==> config.mk <==
export PLATFORM = sky130hd
export DESIGN_NAME = prescaled_countdown_timer_bank
export DESIGN_NICKNAME = d
export VERILOG_FILES = /design/src/logic/timer_bank_pkg.sv /design/src/logic/countdown_unit.sv /design/src/logic/prescaled_countdown_timer_bank.sv
export SDC_FILE = /design/constraint.sdc
export NUM_CORES = 1
export LEC_CHECK = 0
export BUFFER_PORTS_ARGS = -buffer_cell sky130_fd_sc_hd__buf_2
export CORE_AREA = 5 5 106 108
export CTS_CLUSTER_DIAMETER = 40
export DETAILED_ROUTE_END_ITERATION = 12
export DIE_AREA = 0 0 111 113
export GPL_TIMING_DRIVEN = 0
export HOLD_SLACK_MARGIN = 0.05
export PLACE_DENSITY = 0.84
export SKIP_CTS_REPAIR_TIMING = 1
export SYNTH_ARGS = -nofsm -noshare
export SYNTH_HDL_FRONTEND = slang
export SYNTH_SLANG_ARGS = --single-unit
==> constraint.sdc <==
create_clock -name clk_sys -period 2.2 [get_ports clk_sys]
set_input_delay 0.55 -clock clk_sys [delete_from_list [all_inputs] [get_ports clk_sys]]
set_output_delay 0.55 -clock clk_sys [all_outputs]
set_load 0.05 [all_outputs]
==> src/logic/timer_bank_pkg.sv <==
// Constants and carrier types for the prescaled countdown timer bank.
// Assumes an 8-bit internal I/O bus synchronous to the peripheral clock.
package timer_bank_pkg;

    // Register offsets on the internal I/O bus.
    localparam logic [7:0] OFS_STATUS_ENABLE = 8'hA0;
    localparam logic [7:0] OFS_PRESCALER_RELOAD = 8'hA3;
    localparam logic [7:0] OFS_BANK_CONFIG = 8'hA4;
    localparam logic [7:0] OFS_BAUD0_RELOAD = 8'hA9;
    localparam logic [7:0] OFS_BAUD1_RELOAD = 8'hAB;
    localparam logic [7:0] OFS_BAUD2_RELOAD = 8'hAD;
    localparam logic [7:0] OFS_BAUD3_RELOAD = 8'hAF;

    // Field positions in the status/enable register.
    localparam int BIT_BANK_ENABLE = 0;
    localparam int BIT_PRESCALER_FLAG = 1;
    localparam int BIT_BAUD_FLAG_LO = 4;

    // Field positions in the configuration register.
    localparam int BIT_PRIO_LO = 0;
    localparam int BIT_SRC_LO = 4;

    // Values after reset.
    localparam logic [7:0] RST_RELOAD = 8'h00;
    localparam logic [7:0] RST_COUNT = 8'h00;
    localparam logic [7:0] RST_CONFIG = 8'h00;
    localparam logic [1:0] PRIO_OFF = 2'h0;

    // Peripheral clock cycles per timer clock cycle.
    localparam int HALF_DIV_CYCLES = 2;

    // One access on the internal I/O bus.
    typedef struct packed {
        logic [7:0] addr;
        logic wr;
        logic rd;
        logic [7:0] wdata;
    } io_req_t;

endpackage

==> src/logic/countdown_unit.sv <==
// One reloadable down counter with its one-timer-clock output pulse.
// Assumes tick is a one-cycle strobe at half the peripheral clock rate.
`timescale 1ns/100ps
module countdown_unit #(
    parameter int CNT_W = 8
) (
    // Clock and reset
    input wire logic clk_sys,
    input wire logic rst_n,
    // Timing
    input wire logic tick,
    input wire logic enable,
    input wire logic in_pulse,
    // Setup
    input wire logic [CNT_W-1:0] reload,
    // Results
    output logic out_pulse_r,
    output logic fire
);

    logic [CNT_W-1:0] count_r;
    logic [CNT_W-1:0] count_nxt;
    logic step;
    logic at_zero;
    logic out_pulse_nxt;

    if (CNT_W < 1 || CNT_W > 8)
    begin : g_bad_width
        $error("CNT_W must lie between 1 and 8");
    end

    // Counting happens at the tick where the incoming pulse ends.
    assign step = tick & enable & in_pulse;
    assign at_zero = (count_r == '0);
    assign fire = step & at_zero;
    assign count_nxt = !step ? count_r : (at_zero ? reload : count_r - 1'b1);
    assign out_pulse_nxt = !enable ? 1'b0 : (tick ? fire : out_pulse_r);

    always_ff @(posedge clk_sys or negedge rst_n)
    begin
        if (!rst_n)
        begin
            count_r <= timer_bank_pkg::RST_COUNT[CNT_W-1:0];
            out_pulse_r <= 1'b0;
        end
        else
        begin
            count_r <= count_nxt;
            out_pulse_r <= out_pulse_nxt;
        end
    end

    chk_reload_on_zero: assert property (@(posedge clk_sys) disable iff (!rst_n)
        fire |=> count_r == $past(reload))
        else $error("counter did not reload after reaching zero");

    chk_hold_disabled: assert property (@(posedge clk_sys) disable iff (!rst_n)
        !enable |=> $stable(count_r) && !out_pulse_r)
        else $error("counter moved while disabled");

    chk_pulse_one_period: assert property (@(posedge clk_sys) disable iff (!rst_n)
        (fire ##1 enable) |-> out_pulse_r ##1 out_pulse_r)
        else $error("output pulse shorter than one timer period");

    chk_pulse_ends: assert property (@(posedge clk_sys) disable iff (!rst_n)
        (out_pulse_r && tick && !fire) |=> !out_pulse_r)
        else $error("output pulse longer than one timer period");

    chk_decrement_step: assert property (@(posedge clk_sys) disable iff (!rst_n)
        (step && !at_zero) |=> count_r == $past(count_r) - 1'b1)
        else $error("counter did not decrement");

endmodule // countdown_unit

==> src/logic/prescaled_countdown_timer_bank.sv <==
// Timer bank top: I/O registers, halved clock tick, five countdown units, flags and interrupt.
// Assumes the processor I/O bus is synchronous to clk_sys and gives one-cycle rd and wr strobes.
`timescale 1ns/100ps
// Contract
// - Five timers: prescaler plus four 8-bit baud.
// - Reload 0..255 divides input rate by n+1.
// - Reload zero passes every input pulse through.
// - Bank runs from peripheral clock halved.
// - Status bit 0 write enables the bank.
// - Each output pulse lasts one timer period.
// - Counters step when input pulse ends.
// - At zero, next input reloads and pulses.
// - Reload registers writable any time, safely.
// - Baud timers drive serial ports in order.
// - All timers share one interrupt and priority.
// - Done flags at bits 1, 7..4.
// - Status read returns flags then clears them.
// - Pulse during status read is never lost.
// - Status write sets write-only interrupt enables.
// - Interrupt while an enabled flag is set and the priority field is not zero.
// - Bits 3,2 read zero; bit 0 write-only.
// - Bank enable cleared at reset.
// - Config bit picks baud source per timer.
// - Two-bit config field sets interrupt priority.
// - New reload sets next cycle's period.
module prescaled_countdown_timer_bank #(
    parameter int NUM_BAUD = 4,
    parameter int CNT_W = 8
) (
    // Clock and reset
    input wire logic clk_sys,
    input wire logic rst_n,
    // Internal I/O bus
    input wire timer_bank_pkg::io_req_t io_req,
    output logic [7:0] io_rdata_r,
    // Serial port baud clocks
    output logic [NUM_BAUD-1:0] baud_clk_r,
    // Interrupt request
    output logic irq_req_r,
    output logic [1:0] irq_prio_r
);

    if (NUM_BAUD != 4)
    begin : g_bad_baud
        $error("NUM_BAUD must be 4 to fit the status register layout");
    end
    if (CNT_W < 1 || CNT_W > 8)
    begin : g_bad_width
        $error("CNT_W must lie between 1 and 8");
    end

    localparam int NUM_TIMERS = NUM_BAUD + 1;
    localparam logic [7:0] BAUD_OFS [4] = '{timer_bank_pkg::OFS_BAUD0_RELOAD,
        timer_bank_pkg::OFS_BAUD1_RELOAD, timer_bank_pkg::OFS_BAUD2_RELOAD,
        timer_bank_pkg::OFS_BAUD3_RELOAD};

    // Register state.
    logic bank_en_r;
    logic [CNT_W-1:0] pre_reload_r;
    logic [CNT_W-1:0] baud_reload_r [NUM_BAUD];
    logic [7:0] config_r;
    logic [NUM_TIMERS-1:0] irq_en_r;
    logic [NUM_TIMERS-1:0] done_r;
    logic [NUM_TIMERS-1:0] done_nxt;
    logic half_phase_r;

    // Bus decode.
    logic wr_status;
    logic wr_pre;
    logic wr_config;
    logic rd_status;
    logic [NUM_BAUD-1:0] wr_baud;
    logic [7:0] status_view;
    logic [7:0] rdata_nxt;
    logic [NUM_TIMERS-1:0] clear_mask;

    // Timer signals.
    logic tick;
    logic pre_pulse;
    logic pre_fire;
    logic [NUM_BAUD-1:0] baud_pulse;
    logic [NUM_BAUD-1:0] baud_fire;
    logic [NUM_TIMERS-1:0] fire_all;
    logic [NUM_BAUD-1:0] baud_src;
    logic irq_nxt;
    logic [1:0] prio_code;

    assign wr_status = io_req.wr && (io_req.addr == timer_bank_pkg::OFS_STATUS_ENABLE);
    assign wr_pre = io_req.wr && (io_req.addr == timer_bank_pkg::OFS_PRESCALER_RELOAD);
    assign wr_config = io_req.wr && (io_req.addr == timer_bank_pkg::OFS_BANK_CONFIG);
    assign rd_status = io_req.rd && (io_req.addr == timer_bank_pkg::OFS_STATUS_ENABLE);

    // Status layout: prescaler flag at bit 1, baud flags at bits 7..4, others zero.
    assign status_view = {done_r[NUM_TIMERS-1:1], 2'h0, done_r[0], 1'h0};
    assign rdata_nxt = rd_status ? status_view : (io_req.rd ? 8'h00 : io_rdata_r);

    // A read clears exactly the flags it returned; a fresh fire sets again.
    assign clear_mask = rd_status ? done_r : '0;
    assign done_nxt = (done_r & ~clear_mask) | fire_all;

    // Timer clock is the peripheral clock halved, gated by the bank enable.
    assign tick = half_phase_r & bank_en_r;

    assign baud_src = config_r[timer_bank_pkg::BIT_SRC_LO +: NUM_BAUD];
    assign fire_all = {baud_fire, pre_fire};
    assign irq_nxt = (|(done_nxt & irq_en_r))
        && (config_r[timer_bank_pkg::BIT_PRIO_LO +: 2] != timer_bank_pkg::PRIO_OFF);
    assign prio_code = config_r[timer_bank_pkg::BIT_PRIO_LO +: 2];

    countdown_unit #(
        .CNT_W(CNT_W)
    ) u_prescaler (
        .clk_sys(clk_sys),
        .rst_n(rst_n),
        .tick(tick),
        .enable(bank_en_r),
        .in_pulse(1'b1),
        .reload(pre_reload_r),
        .out_pulse_r(pre_pulse),
        .fire(pre_fire)
    );

    // Each baud timer counts either every tick or on each prescaler pulse.
    genvar gi;
    generate
        for (gi = 0; gi < NUM_BAUD; gi++)
        begin : g_baud
            logic src_pulse;
            assign src_pulse = baud_src[gi] ? pre_pulse : 1'b1;
            assign wr_baud[gi] = io_req.wr && (io_req.addr == BAUD_OFS[gi]);

            countdown_unit #(
                .CNT_W(CNT_W)
            ) u_baud (
                .clk_sys(clk_sys),
                .rst_n(rst_n),
                .tick(tick),
                .enable(bank_en_r),
                .in_pulse(src_pulse),
                .reload(baud_reload_r[gi]),
                .out_pulse_r(baud_pulse[gi]),
                .fire(baud_fire[gi])
            );

            always_ff @(posedge clk_sys or negedge rst_n)
            begin
                if (!rst_n)
                    baud_reload_r[gi] <= timer_bank_pkg::RST_RELOAD[CNT_W-1:0];
                else if (wr_baud[gi])
                    baud_reload_r[gi] <= io_req.wdata[CNT_W-1:0];
            end

            chk_reload_write: assert property (@(posedge clk_sys) disable iff (!rst_n)
                wr_baud[gi] |=> baud_reload_r[gi] == $past(io_req.wdata[CNT_W-1:0]))
                else $error("baud reload write not taken");
        end
    endgenerate

    // Free-running half-rate phase.
    always_ff @(posedge clk_sys or negedge rst_n)
    begin
        if (!rst_n)
            half_phase_r <= 1'b0;
        else
            half_phase_r <= ~half_phase_r;
    end

    // Control registers written by the processor.
    always_ff @(posedge clk_sys or negedge rst_n)
    begin
        if (!rst_n)
        begin
            bank_en_r <= 1'b0;
            irq_en_r <= '0;
            config_r <= timer_bank_pkg::RST_CONFIG;
            pre_reload_r <= timer_bank_pkg::RST_RELOAD[CNT_W-1:0];
        end
        else
        begin
            if (wr_status)
            begin
                bank_en_r <= io_req.wdata[timer_bank_pkg::BIT_BANK_ENABLE];
                irq_en_r <= {io_req.wdata[timer_bank_pkg::BIT_BAUD_FLAG_LO +: NUM_BAUD],
                    io_req.wdata[timer_bank_pkg::BIT_PRESCALER_FLAG]};
            end
            if (wr_config)
                config_r <= io_req.wdata;
            if (wr_pre)
                pre_reload_r <= io_req.wdata[CNT_W-1:0];
        end
    end

    // Flags, read data and outputs.
    always_ff @(posedge clk_sys or negedge rst_n)
    begin
        if (!rst_n)
        begin
            done_r <= '0;
            io_rdata_r <= 8'h00;
            irq_req_r <= 1'b0;
            irq_prio_r <= timer_bank_pkg::PRIO_OFF;
            baud_clk_r <= '0;
        end
        else
        begin
            done_r <= done_nxt;
            io_rdata_r <= rdata_nxt;
            irq_req_r <= irq_nxt;
            irq_prio_r <= config_r[timer_bank_pkg::BIT_PRIO_LO +: 2];
            baud_clk_r <= baud_pulse;
        end
    end

    chk_flag_set_fire: assert property (@(posedge clk_sys) disable iff (!rst_n)
        fire_all[0] |=> done_r[0])
        else $error("prescaler fire lost its flag");

    chk_read_clears: assert property (@(posedge clk_sys) disable iff (!rst_n)
        (rd_status && done_r[1] && !baud_fire[0]) |=> !done_r[1] && io_rdata_r[4])
        else $error("status read did not return and clear flag");

    chk_read_zero_bits: assert property (@(posedge clk_sys) disable iff (!rst_n)
        rd_status |=> io_rdata_r[3:0] == {2'b00, $past(done_r[0]), 1'b0})
        else $error("status low bits wrong");

    chk_enable_reset: assert property (@(posedge clk_sys) disable iff (!rst_n)
        (wr_status && !io_req.wdata[0]) |=> !tick ##1 !tick)
        else $error("bank ticks while disabled");

    chk_irq_masked: assert property (@(posedge clk_sys) disable iff (!rst_n)
        ((done_nxt & irq_en_r) == '0) |=> !irq_req_r)
        else $error("interrupt without enabled flag");

    chk_no_fire_off: assert property (@(posedge clk_sys) disable iff (!rst_n)
        !bank_en_r |-> fire_all == '0)
        else $error("fire while bank disabled");

    chk_baud_follow: assert property (@(posedge clk_sys) disable iff (!rst_n)
        baud_pulse[2] |=> baud_clk_r[2])
        else $error("baud clock does not follow timer");

    chk_tick_spacing: assert property (@(posedge clk_sys) disable iff (!rst_n)
        tick |=> !tick)
        else $error("tick faster than half rate");

    chk_rdata_flags: assert property (@(posedge clk_sys) disable iff (!rst_n)
        rd_status |=> io_rdata_r[7:4] == $past(done_r[NUM_TIMERS-1:1]))
        else $error("status read lost baud flags");

    chk_rdata_unmapped: assert property (@(posedge clk_sys) disable iff (!rst_n)
        (io_req.rd && !rd_status) |=> io_rdata_r == 8'h00)
        else $error("read of other address not zero");

    chk_rdata_holds: assert property (@(posedge clk_sys) disable iff (!rst_n)
        !io_req.rd |=> $stable(io_rdata_r))
        else $error("read data changed without a read");

    chk_flags_hold: assert property (@(posedge clk_sys) disable iff (!rst_n)
        (!rd_status && fire_all == '0) |=> $stable(done_r))
        else $error("flags changed without fire or read");

    chk_read_clears_all: assert property (@(posedge clk_sys) disable iff (!rst_n)
        (rd_status && fire_all == '0) |=> done_r == '0)
        else $error("status read left a flag set");

    chk_fire_sets_flag: assert property (@(posedge clk_sys) disable iff (!rst_n)
        (fire_all != '0) |=> (done_r & $past(fire_all)) == $past(fire_all))
        else $error("timer fire did not set its flag");

    chk_read_keeps_fire: assert property (@(posedge clk_sys) disable iff (!rst_n)
        (rd_status && baud_fire[3]) |=> done_r[4])
        else $error("fire during status read was lost");

    chk_enable_write: assert property (@(posedge clk_sys) disable iff (!rst_n)
        wr_status |=> bank_en_r == $past(io_req.wdata[timer_bank_pkg::BIT_BANK_ENABLE]))
        else $error("bank enable write not taken");

    chk_enable_holds: assert property (@(posedge clk_sys) disable iff (!rst_n)
        !wr_status |=> $stable(bank_en_r))
        else $error("bank enable changed without a write");

    chk_irq_en_write: assert property (@(posedge clk_sys) disable iff (!rst_n)
        wr_status |=> irq_en_r == {$past(io_req.wdata[7:4]), $past(io_req.wdata[1])})
        else $error("interrupt enable write not taken");

    chk_irq_en_holds: assert property (@(posedge clk_sys) disable iff (!rst_n)
        !wr_status |=> $stable(irq_en_r))
        else $error("interrupt enables changed without a write");

    chk_prio_off_quiet: assert property (@(posedge clk_sys) disable iff (!rst_n)
        (prio_code == timer_bank_pkg::PRIO_OFF) |=> !irq_req_r)
        else $error("interrupt requested with priority off");

    chk_irq_raise: assert property (@(posedge clk_sys) disable iff (!rst_n)
        ((done_nxt & irq_en_r) != '0 && prio_code != timer_bank_pkg::PRIO_OFF) |=> irq_req_r)
        else $error("enabled flag raised no interrupt");

    chk_irq_has_prio: assert property (@(posedge clk_sys) disable iff (!rst_n)
        irq_req_r |-> irq_prio_r != timer_bank_pkg::PRIO_OFF)
        else $error("interrupt request without a priority");

    chk_prio_mirror: assert property (@(posedge clk_sys) disable iff (!rst_n)
        1'b1 |=> irq_prio_r == $past(prio_code))
        else $error("priority output does not follow config");

    chk_config_write: assert property (@(posedge clk_sys) disable iff (!rst_n)
        wr_config |=> config_r == $past(io_req.wdata))
        else $error("config write not taken");

    chk_config_holds: assert property (@(posedge clk_sys) disable iff (!rst_n)
        !wr_config |=> $stable(config_r))
        else $error("config changed without a write");

    chk_pre_reload_write: assert property (@(posedge clk_sys) disable iff (!rst_n)
        wr_pre |=> pre_reload_r == $past(io_req.wdata[CNT_W-1:0]))
        else $error("prescaler reload write not taken");

    chk_pre_reload_holds: assert property (@(posedge clk_sys) disable iff (!rst_n)
        !wr_pre |=> $stable(pre_reload_r))
        else $error("prescaler reload changed without a write");

    chk_half_toggle: assert property (@(posedge clk_sys) disable iff (!rst_n)
        1'b1 |=> half_phase_r != $past(half_phase_r))
        else $error("half rate phase did not toggle");

    chk_tick_needs_enable: assert property (@(posedge clk_sys) disable iff (!rst_n)
        !bank_en_r |-> !tick)
        else $error("tick while bank disabled");

    chk_pulses_off: assert property (@(posedge clk_sys) disable iff (!rst_n)
        !bank_en_r |=> baud_pulse == '0 && !pre_pulse)
        else $error("timer pulse while bank disabled");

    chk_flags_frozen_off: assert property (@(posedge clk_sys) disable iff (!rst_n)
        (!bank_en_r && !rd_status) |=> $stable(done_r))
        else $error("flags changed while bank disabled");

    chk_fire_on_tick: assert property (@(posedge clk_sys) disable iff (!rst_n)
        (fire_all != '0) |-> tick)
        else $error("timer fired off the half rate tick");

    chk_baud_all_follow: assert property (@(posedge clk_sys) disable iff (!rst_n)
        1'b1 |=> baud_clk_r == $past(baud_pulse))
        else $error("baud clocks do not follow their timers");

    chk_prescaled_wait: assert property (@(posedge clk_sys) disable iff (!rst_n)
        (tick && baud_src[0] && !pre_pulse) |-> !baud_fire[0])
        else $error("prescaled baud timer fired without prescaler pulse");

endmodule // prescaled_countdown_timer_bank

==> results of run 1 <==
-- kinds of logic after synthesis --
family          after synthesis  synth area share
simple gates                133             0.135
flops                       115             0.528
mux                          63             0.129
compound gates              121             0.145
fa+ha+maj                    10            0.0230
other cells                   1          0.000688
buf+inv                      50            0.0395
-- report_power, final --
group          switching (W)  total (W)  internal, W  leakage [nW]
Combinational        0.00150    0.00265      0.00115          1.27
Clock               0.000942    0.00305      0.00210         0.318
Sequential          0.000399    0.00288      0.00248          1.53
Total                0.00284    0.00858      0.00574          3.12
-- flip-flops by register name (all words and copies together) (netlist names) --
register,flops
io_rdata_r,5
baud_clk_r,4
irq_req_r,1
u_prescaler.out_pulse_r,1
irq_en_r,5
u_prescaler.count_r,8
baud_reload_r,32
g_baud.u_baud.out_pulse_r,4
done_r,5
pre_reload_r,8
half_phase_r,1
config_r,6
bank_en_r,1
g_baud.u_baud.count_r,32
irq_prio_r,2
-- routing by layer --
layer | part of all wire | wire [um] | up-vias | global-route usage
met5 | 0 | 0 | - | 0
met2 | 0.49 | 6410 | 196 | 0.359
li1 | - | - | 1915 | -
met3 | 0.055 | 710 | 50 | 0.0492
met1 | 0.41 | 5330 | 2087 | 0.263
met4 | 0.042 | 550 | 0 | 0.114
-- worst paths after layout --
kind	startpoint	endpoint	slack (ns)	cells past startpoint
min in group clk_sys	io_req[8]	io_rdata_r[6]	0.30	2
min reg2reg	g_baud[3].u_baud.out_pulse_r	baud_clk_r[3]	0.37	0
max reg2reg	u_prescaler.count_r[2]	u_prescaler.count_r[5]	0.1	6
max	u_prescaler.count_r[2]	u_prescaler.count_r[5]	0.1	6
min	rst_n	g_baud[0].u_baud.count_r[5]	0.11	1
max in group asynchronous	rst_n	pre_reload_r[7]	1.35	2
-- per-stage QoR --
| step | setup slack [ns] | util |
|---|---|---|
| 2_1_floorplan | 0.0760 | - |
| 3_3_place_gp | -0.687 | 0.570 |
| 3_5_place_dp | -0.241 | 0.573 |
| 4_1_cts | -0.317 | 0.639 |
| 5_1_grt | 0.00807 | 0.641 |
| 6_report | 0.0982 | 0.641 |
-- area by class of cell --
class / count / area (sq um)
fillers: 692 / 3630
well taps: 136 / 170
clock buffers: 24 / 490
repair buffers: 32 / 185
flip-flops and latches: 115 / 2880
multi-input cells: 330 / 2400
inverters: 33 / 124
plain buffers: 15 / 82.6
clock inverters: 8 / 170
-- critical path, stage by stage (launching register included) --
cell and delay (ns):
dfrtp_1 0.41, or4_1 0.53, buf_2 0.17, or2_1 0.22, buf_6 0.14, mux2_4 0.29
a22o_1 0.23
-- synth_stat cells (3+ instances only) --
library cell  instances  share of area
a31oi_1               5         0.0057
nor2b_1               8         0.0092
nand3_1               8         0.0073
a21oi_1              22          0.020
mux2i_1               9          0.017
a22oi_1               5         0.0069
o22ai_1               8         0.0092
buf_4                 4         0.0055
o2bb2ai_1             4         0.0064
nand2_1              32          0.022
nor3_1               11          0.010
a21o_1                4         0.0055
o211ai_1              3         0.0041
o21ai_0              35          0.032
clkbuf_1              8         0.0055
and3_1                3         0.0034
inv_1                32          0.022
o31ai_1               6         0.0083
nor3b_1               3         0.0041
or3_1                 7         0.0080
o41ai_1               3         0.0048
or3b_2                4         0.0064
nor2_1               20          0.014
buf_2                 4         0.0037
ha_1                 10          0.023
or2_2                 5         0.0057
dfrtp_1             115           0.53
a2bb2oi_1             9          0.014
mux2_2               53           0.11
or4_1                 9          0.012
nand2b_1              6         0.0069
==> reports/results.tsv, run 1 <==
stage	metric	value	unit
status	outcome	finished, final reports clean	
logic_synthesis	avgSynthCellArea	11.1	sq um
logic_synthesis	yosys_most_used_dff	dfrtp_1	
critical_path	endpoint_kind	register	
routing	antenna_left	0	
logic_synthesis	synthCells	493	
finish	area_delta_synth_final	19.3	%
global_route	antenna_found_initial	0	
finish	drive_gt1_frac	0.251	
power_and_ir_drop	p_per_area	1320	nW/um^2
sta	maxSlewViolCount	0	
finish	final_common_cell	dfrtp_1	
sta	slew_headroom	0.430	
sta	period_share	0.955	
logic_synthesis	synth_edf_count	0	
floorplanning	core-area	10100	sq um
finish	diodes	0	
critical_path	startpoint_type	register	
clock_tree	cts_root_buf	clkbuf_8	
place	dpl_cell_area	5810	sq um
power_and_ir_drop	design_power_total	0.00858	W
critical_path	path_class	register to register	
routing	routed_wl	13.0	mm
floorplanning	die_x	111	um
critical_path	cp.arrival	2.50	ns
routing	vias_per_cell	6.13	
place	dp_hpwl	8.24	mm
routing	drt-initial-drc-count	480	
clock_tree	cts_made_buffers	17	
logic_synthesis	ys_seq_area_frac	0.528	
finish	fin_cells	693	
job	maxCapViolCount	0	
clock_tree	worstSkewPairLatency	0.52	ns
power_and_ir_drop	p_leak	3.12	nW
finish	layout_common_cells	115 x dfrtp_1, 53 x mux2_2, 34 x o21ai_0	
sta	fmax	0.476	GHz
routing	drc_errors	0	
floorplanning	die_area	12500	sq um
place	placed_cells	663	
logic_synthesis	synth_seq_cells	115	
sta	hold_slack	0.114	ns
global_route	grt_max_degree	61	
sta	worstMarginPinSlew	0.850	ns
sta	fin_skew	0.00539	ns
routing	wl_per_cell	18.8	um
finish	fin_area	6500	sq um
hold_path	worst_hold_path_type	primary input to asynchronous set/reset pin	
place	portBuffers	31	
finish	fin_nets	574	
power_and_ir_drop	peakVddDrop	0.535	mV
floorplanning	boundaryPins	35	
logic_synthesis	async_reset_ff_frac	1.00	
floorplanning	initial_core_util	0.538	
floorplanning	die_h	113	um
routing	detail_route.first_pass.iterations	6	
floorplanning	rows	37	
logic_synthesis	netlist_area	5450	sq um
clock_tree	cts_tree	built	
critical_path	worstPathRequired	2.60	ns
clock_tree	clk_pin_slew	0.06	ns
clock_tree	ctsHtreeMaxLevel	4	
global_route	first_global_vias	4297	
clock_tree	cts_buffer_depth	2	
place	gp_congestion	0.847	
critical_path	worst-path-max-fanout	7	
sta	setup_tns	0	ns
logic_synthesis	synth_cell_types	62	
sta	finalSetupViolations	0	
global_route	grtUsageTotal	0.216	
clock_tree	clock_sinks	115	
sta	period_minus_slack	2.10	ns
logic_synthesis	synth-warning-count	0	
global_route	grt_pass1_wl	21.3	mm
sta	final_hold_viol_count	0	
routing	vias	4248	
sta	rsz0062_at_grt	false	
global_route	grt.overflow.total	0	
No activity file was read; power rests on OpenSTA's default activity.
==> inputs of run 2 (changes only) <==
CORE_AREA = 5 5 109 111   (was 5 5 106 108)
DIE_AREA = 0 0 114 116   (was 0 0 111 113)
GPL_TIMING_DRIVEN = unset   (was 0)
SYNTH_HIERARCHICAL = 1   (was unset)
==> run 2 against run 1 <==
Effect of this change:
- critical path depth is 1 higher
- critical path type unchanged
- core utilization is 0.25 points lower
- maximum frequency up 12%
- highest routed layer unchanged
- largest power group unchanged
- first-iteration DRC count shrank 48%
- clock power rose by 8.9%
- power decreased by 29%
- sequential power shrank 22%
- combinational power down 81%
- non-clock buffer count up 2
==> reports/results.tsv, run 2 <==
stage	metric	value	unit
logic_synthesis	async_reset_ff_frac	1.00	
critical_path	rr_worst_depth	7	
critical_path	slowest_stage	dfrtp_1	
finish	largest_registers	baud_reload_r (32), g_baud.u_baud/count_r (32)	
sta	fin_skew	0.00722	ns
sta	hold_slack	0.375	ns
logic_synthesis	yosysTopAreaCell	dfrtp_1	
logic_synthesis	synth_edf_count	0	
clock_tree	cts_root_buf	clkbuf_8	
finish	area_delta_synth_final	18.7	%
logic_synthesis	synth_seq_cells	115	
logic_synthesis	synth_area_leaders	dfrtp_1 50%, mux2_2 10%, nand2_1 3.1%	
critical_path	path_depth	7	
sta	slew_headroom	0.668	
logic_synthesis	synth_cell_types	46	
place	gp_congestion	0.868	
floorplanning	boundaryPins	35	
routing	antenna_left	0	
critical_path	worstPathRequired	2.62	ns
power_and_ir_drop	clkPwrFrac	0.548	
routing	drc_errors	0	
floorplanning	die_x	114	um
floorplanning	die_h	116	um
logic_synthesis	netlist_area	5760	sq um
critical_path	crit_start	g_baud[1].u_baud/count_r[5]	
sta	rsz0062_at_grt	false	
critical_path	startpoint_type	register	
critical_path	endpoint_kind	register	
global_route	grt_pass1_wl	23.1	mm
critical_path	crit_buf_inv	1	
global_route	grtUsageTotal	0.225	
finish	final_common_cell	dfrtp_1	
logic_synthesis	yosys_most_used_dff	dfrtp_1	
power_and_ir_drop	power.internal	0.00472	W
logic_synthesis	synth.most_common_cell	dfrtp_1	
routing	detail_route.first_pass.iterations	5	
critical_path	r2r-end	irq_req_r	
global_route	antenna_found_initial	0	
sta	fmax	0.534	GHz
floorplanning	core-area	10700	sq um
clock_tree	ctsHtreeMaxLevel	4	
finish	layout_common_cells	115 x dfrtp_1, 51 x mux2_2, 48 x nand2_1	
hold_path	worst_hold_path_type	primary input to register	
routing	vias_per_cell	6.14	
global_route	grt.overflow.total	0	
power_and_ir_drop	netSwitchingFraction	0.219	
sta	maxSlewViolCount	0	
power_and_ir_drop	p_per_area	885	nW/um^2
place	portBuffers	31	
clock_tree	clk_pin_slew	0.06	ns
sta	final_hold_viol_count	0	
finish	drive_gt1_frac	0.296	
routing	routed_wl	14.0	mm
critical_path	rr_startpoint	g_baud[1].u_baud/count_r[5]	
sta	worstMarginPinSlew	0.497	ns
logic_synthesis	synth_top_area_share	0.500	
logic_synthesis	yosys-top-cells-count	115 x dfrtp_1, 51 x mux2_2, 48 x nand2_1, 33 x nand3_1, 28 x nor2_1	
clock_tree	cts_made_buffers	17	
sta	period_minus_slack	1.87	ns
finish	diodes	0	
place	dp_hpwl	8.78	mm
sta	finalSetupViolations	0	
finish	fin_nets	585	
clock_tree	cts_buffer_depth	2	
sta	setup_tns	0	ns
floorplanning	rows	38	
critical_path	path_class	register to register	
power_and_ir_drop	seq_power_share	0.370	
power_and_ir_drop	combPwrFrac	0.082	
floorplanning	die_area	13200	sq um
clock_tree	worstSkewPairLatency	0.51	ns
status	outcome	finished, final reports clean	
critical_path	cpLargestDelayFamily	simple AND/OR/NAND/NOR gates	
logic_synthesis	ys_seq_area_frac	0.500	
critical_path	cp.arrival	2.30	ns
clock_tree	cts_tree	built	
critical_path	max_stage_delay	0.46	ns
sta	period_share	0.851	
power_and_ir_drop	peakVddDrop	0.810	mV
routing	wl_per_cell	19.8	um
logic_synthesis	synth-warning-count	6	
clock_tree	clock_sinks	115	
floorplanning	initial_core_util	0.538	
routing	drt-initial-drc-count	249	
global_route	first_global_vias	4627	
power_and_ir_drop	p_leak	3.32	nW
routing	vias	4349	
critical_path	endpoint	irq_req_r	
power_and_ir_drop	p_sw	0.00133	W
job	maxCapViolCount	0	
logic_synthesis	synthCells	504	
critical_path	path_cells	nor4_4 > nand3_4 > nor2_1 > inv_1 > a41oi_1 > a22oi_1 > a31oi_1	
logic_synthesis	avgSynthCellArea	11.4	sq um
critical_path	worst-path-max-fanout	4	
critical_path	rrSetupSlack	0.33	ns
global_route	grt_max_degree	42	
run 2: cell types whose count changed in the layout (fill, tap and decap cells not counted), moves of 8 or more:
cell     change
nor2_1       +8
o22a_1       +8
or4_1        -8
o21ai_0     -13
inv_1       -12
buf_4       +11
nand2_1     +16
nand3_1     +25
run 2: layout make-up:
class	count	area, sq um
Clock buffer	22	453
Clock inverter	10	250
Fill cell	796	3860
Sequential cell	115	2880
Inverter	20	75.1
Multi-Input combinational cell	352	2680
Tap cell	140	175
Timing Repair Buffer	49	320
run 2: how the worst min path moves through the flow:
stage,start,to,cells past startpoint
after floorplan,rst_n,bank_en_r,0
after global placement,g_baud[1].u_baud/out_pulse_r,baud_clk_r[1],0
after detailed placement,g_baud[1].u_baud/out_pulse_r,baud_clk_r[1],0
after CTS,rst_n,g_baud[0].u_baud/count_r[7],1
after global routing,io_req[8],done_r[2],2
final,io_req[8],done_r[2],2
run 2: worst register-to-register path: stages (launching register included):
cell and delay [ns]:
dfrtp_1 0.46, nor4_4 0.41, nand3_4 0.11, nor2_1 0.24, inv_1 0.07, a41oi_1 0.22, a22oi_1 0.12, a31oi_1 0.16
run 2: metrics by stage:
step / cells / power (W) / area, sq um / utilization / worst slack (ns)
3_3_place_gp: 675 / 0.00273 / 6120 / 0.572 / 0.145
4_1_cts: 707 / 0.00606 / 6830 / 0.638 / 0.332
5_1_grt: 708 / 0.00623 / 6840 / 0.639 / 0.190
6_report: 708 / 0.00605 / 6840 / 0.639 / 0.328
2_1_floorplan: 507 / 0.00260 / 5770 / - / 0.332
3_5_place_dp: 675 / 0.00275 / 6120 / 0.572 / 0.0797
run 2: power groups by stage:
stage | Combinational, W | Sequential [W] | Clock [W]
after CTS | 0.000492 | 0.00224 | 0.00333
after global routing | 0.000539 | 0.00225 | 0.00344
after detailed placement | 0.000479 | 0.00227 | 0
after global placement | 0.000460 | 0.00227 | 0
after floorplan | 0.000332 | 0.00227 | 0
final | 0.000494 | 0.00224 | 0.00332
run 2: kinds of logic (layout without fill, tap and decap cells):
| logic type | after synthesis | count (layout) | synth area share |
|---|---|---|---|
| and+or+nand+nor | 168 | 168 | 0.180 |
| other | 2 | 5 | 0.00130 |
| muxes | 57 | 57 | 0.110 |
| DFF | 115 | 115 | 0.500 |
| buffers and inverters | 40 | 101 | 0.0365 |
| adders and majority gates | 10 | 10 | 0.0217 |
| AOI/OAI and AO/OA | 112 | 112 | 0.151 |
run 2: metal layers:
metal | global-route usage | vias to the layer above | routed length [um]
met5 | 0 | - | 0
met2 | 0.397 | 206 | 7360
met1 | 0.263 | 2151 | 5210
met4 | 0.105 | 0 | 509
met3 | 0.0454 | 57 | 917
li1 | - | 1935 | -
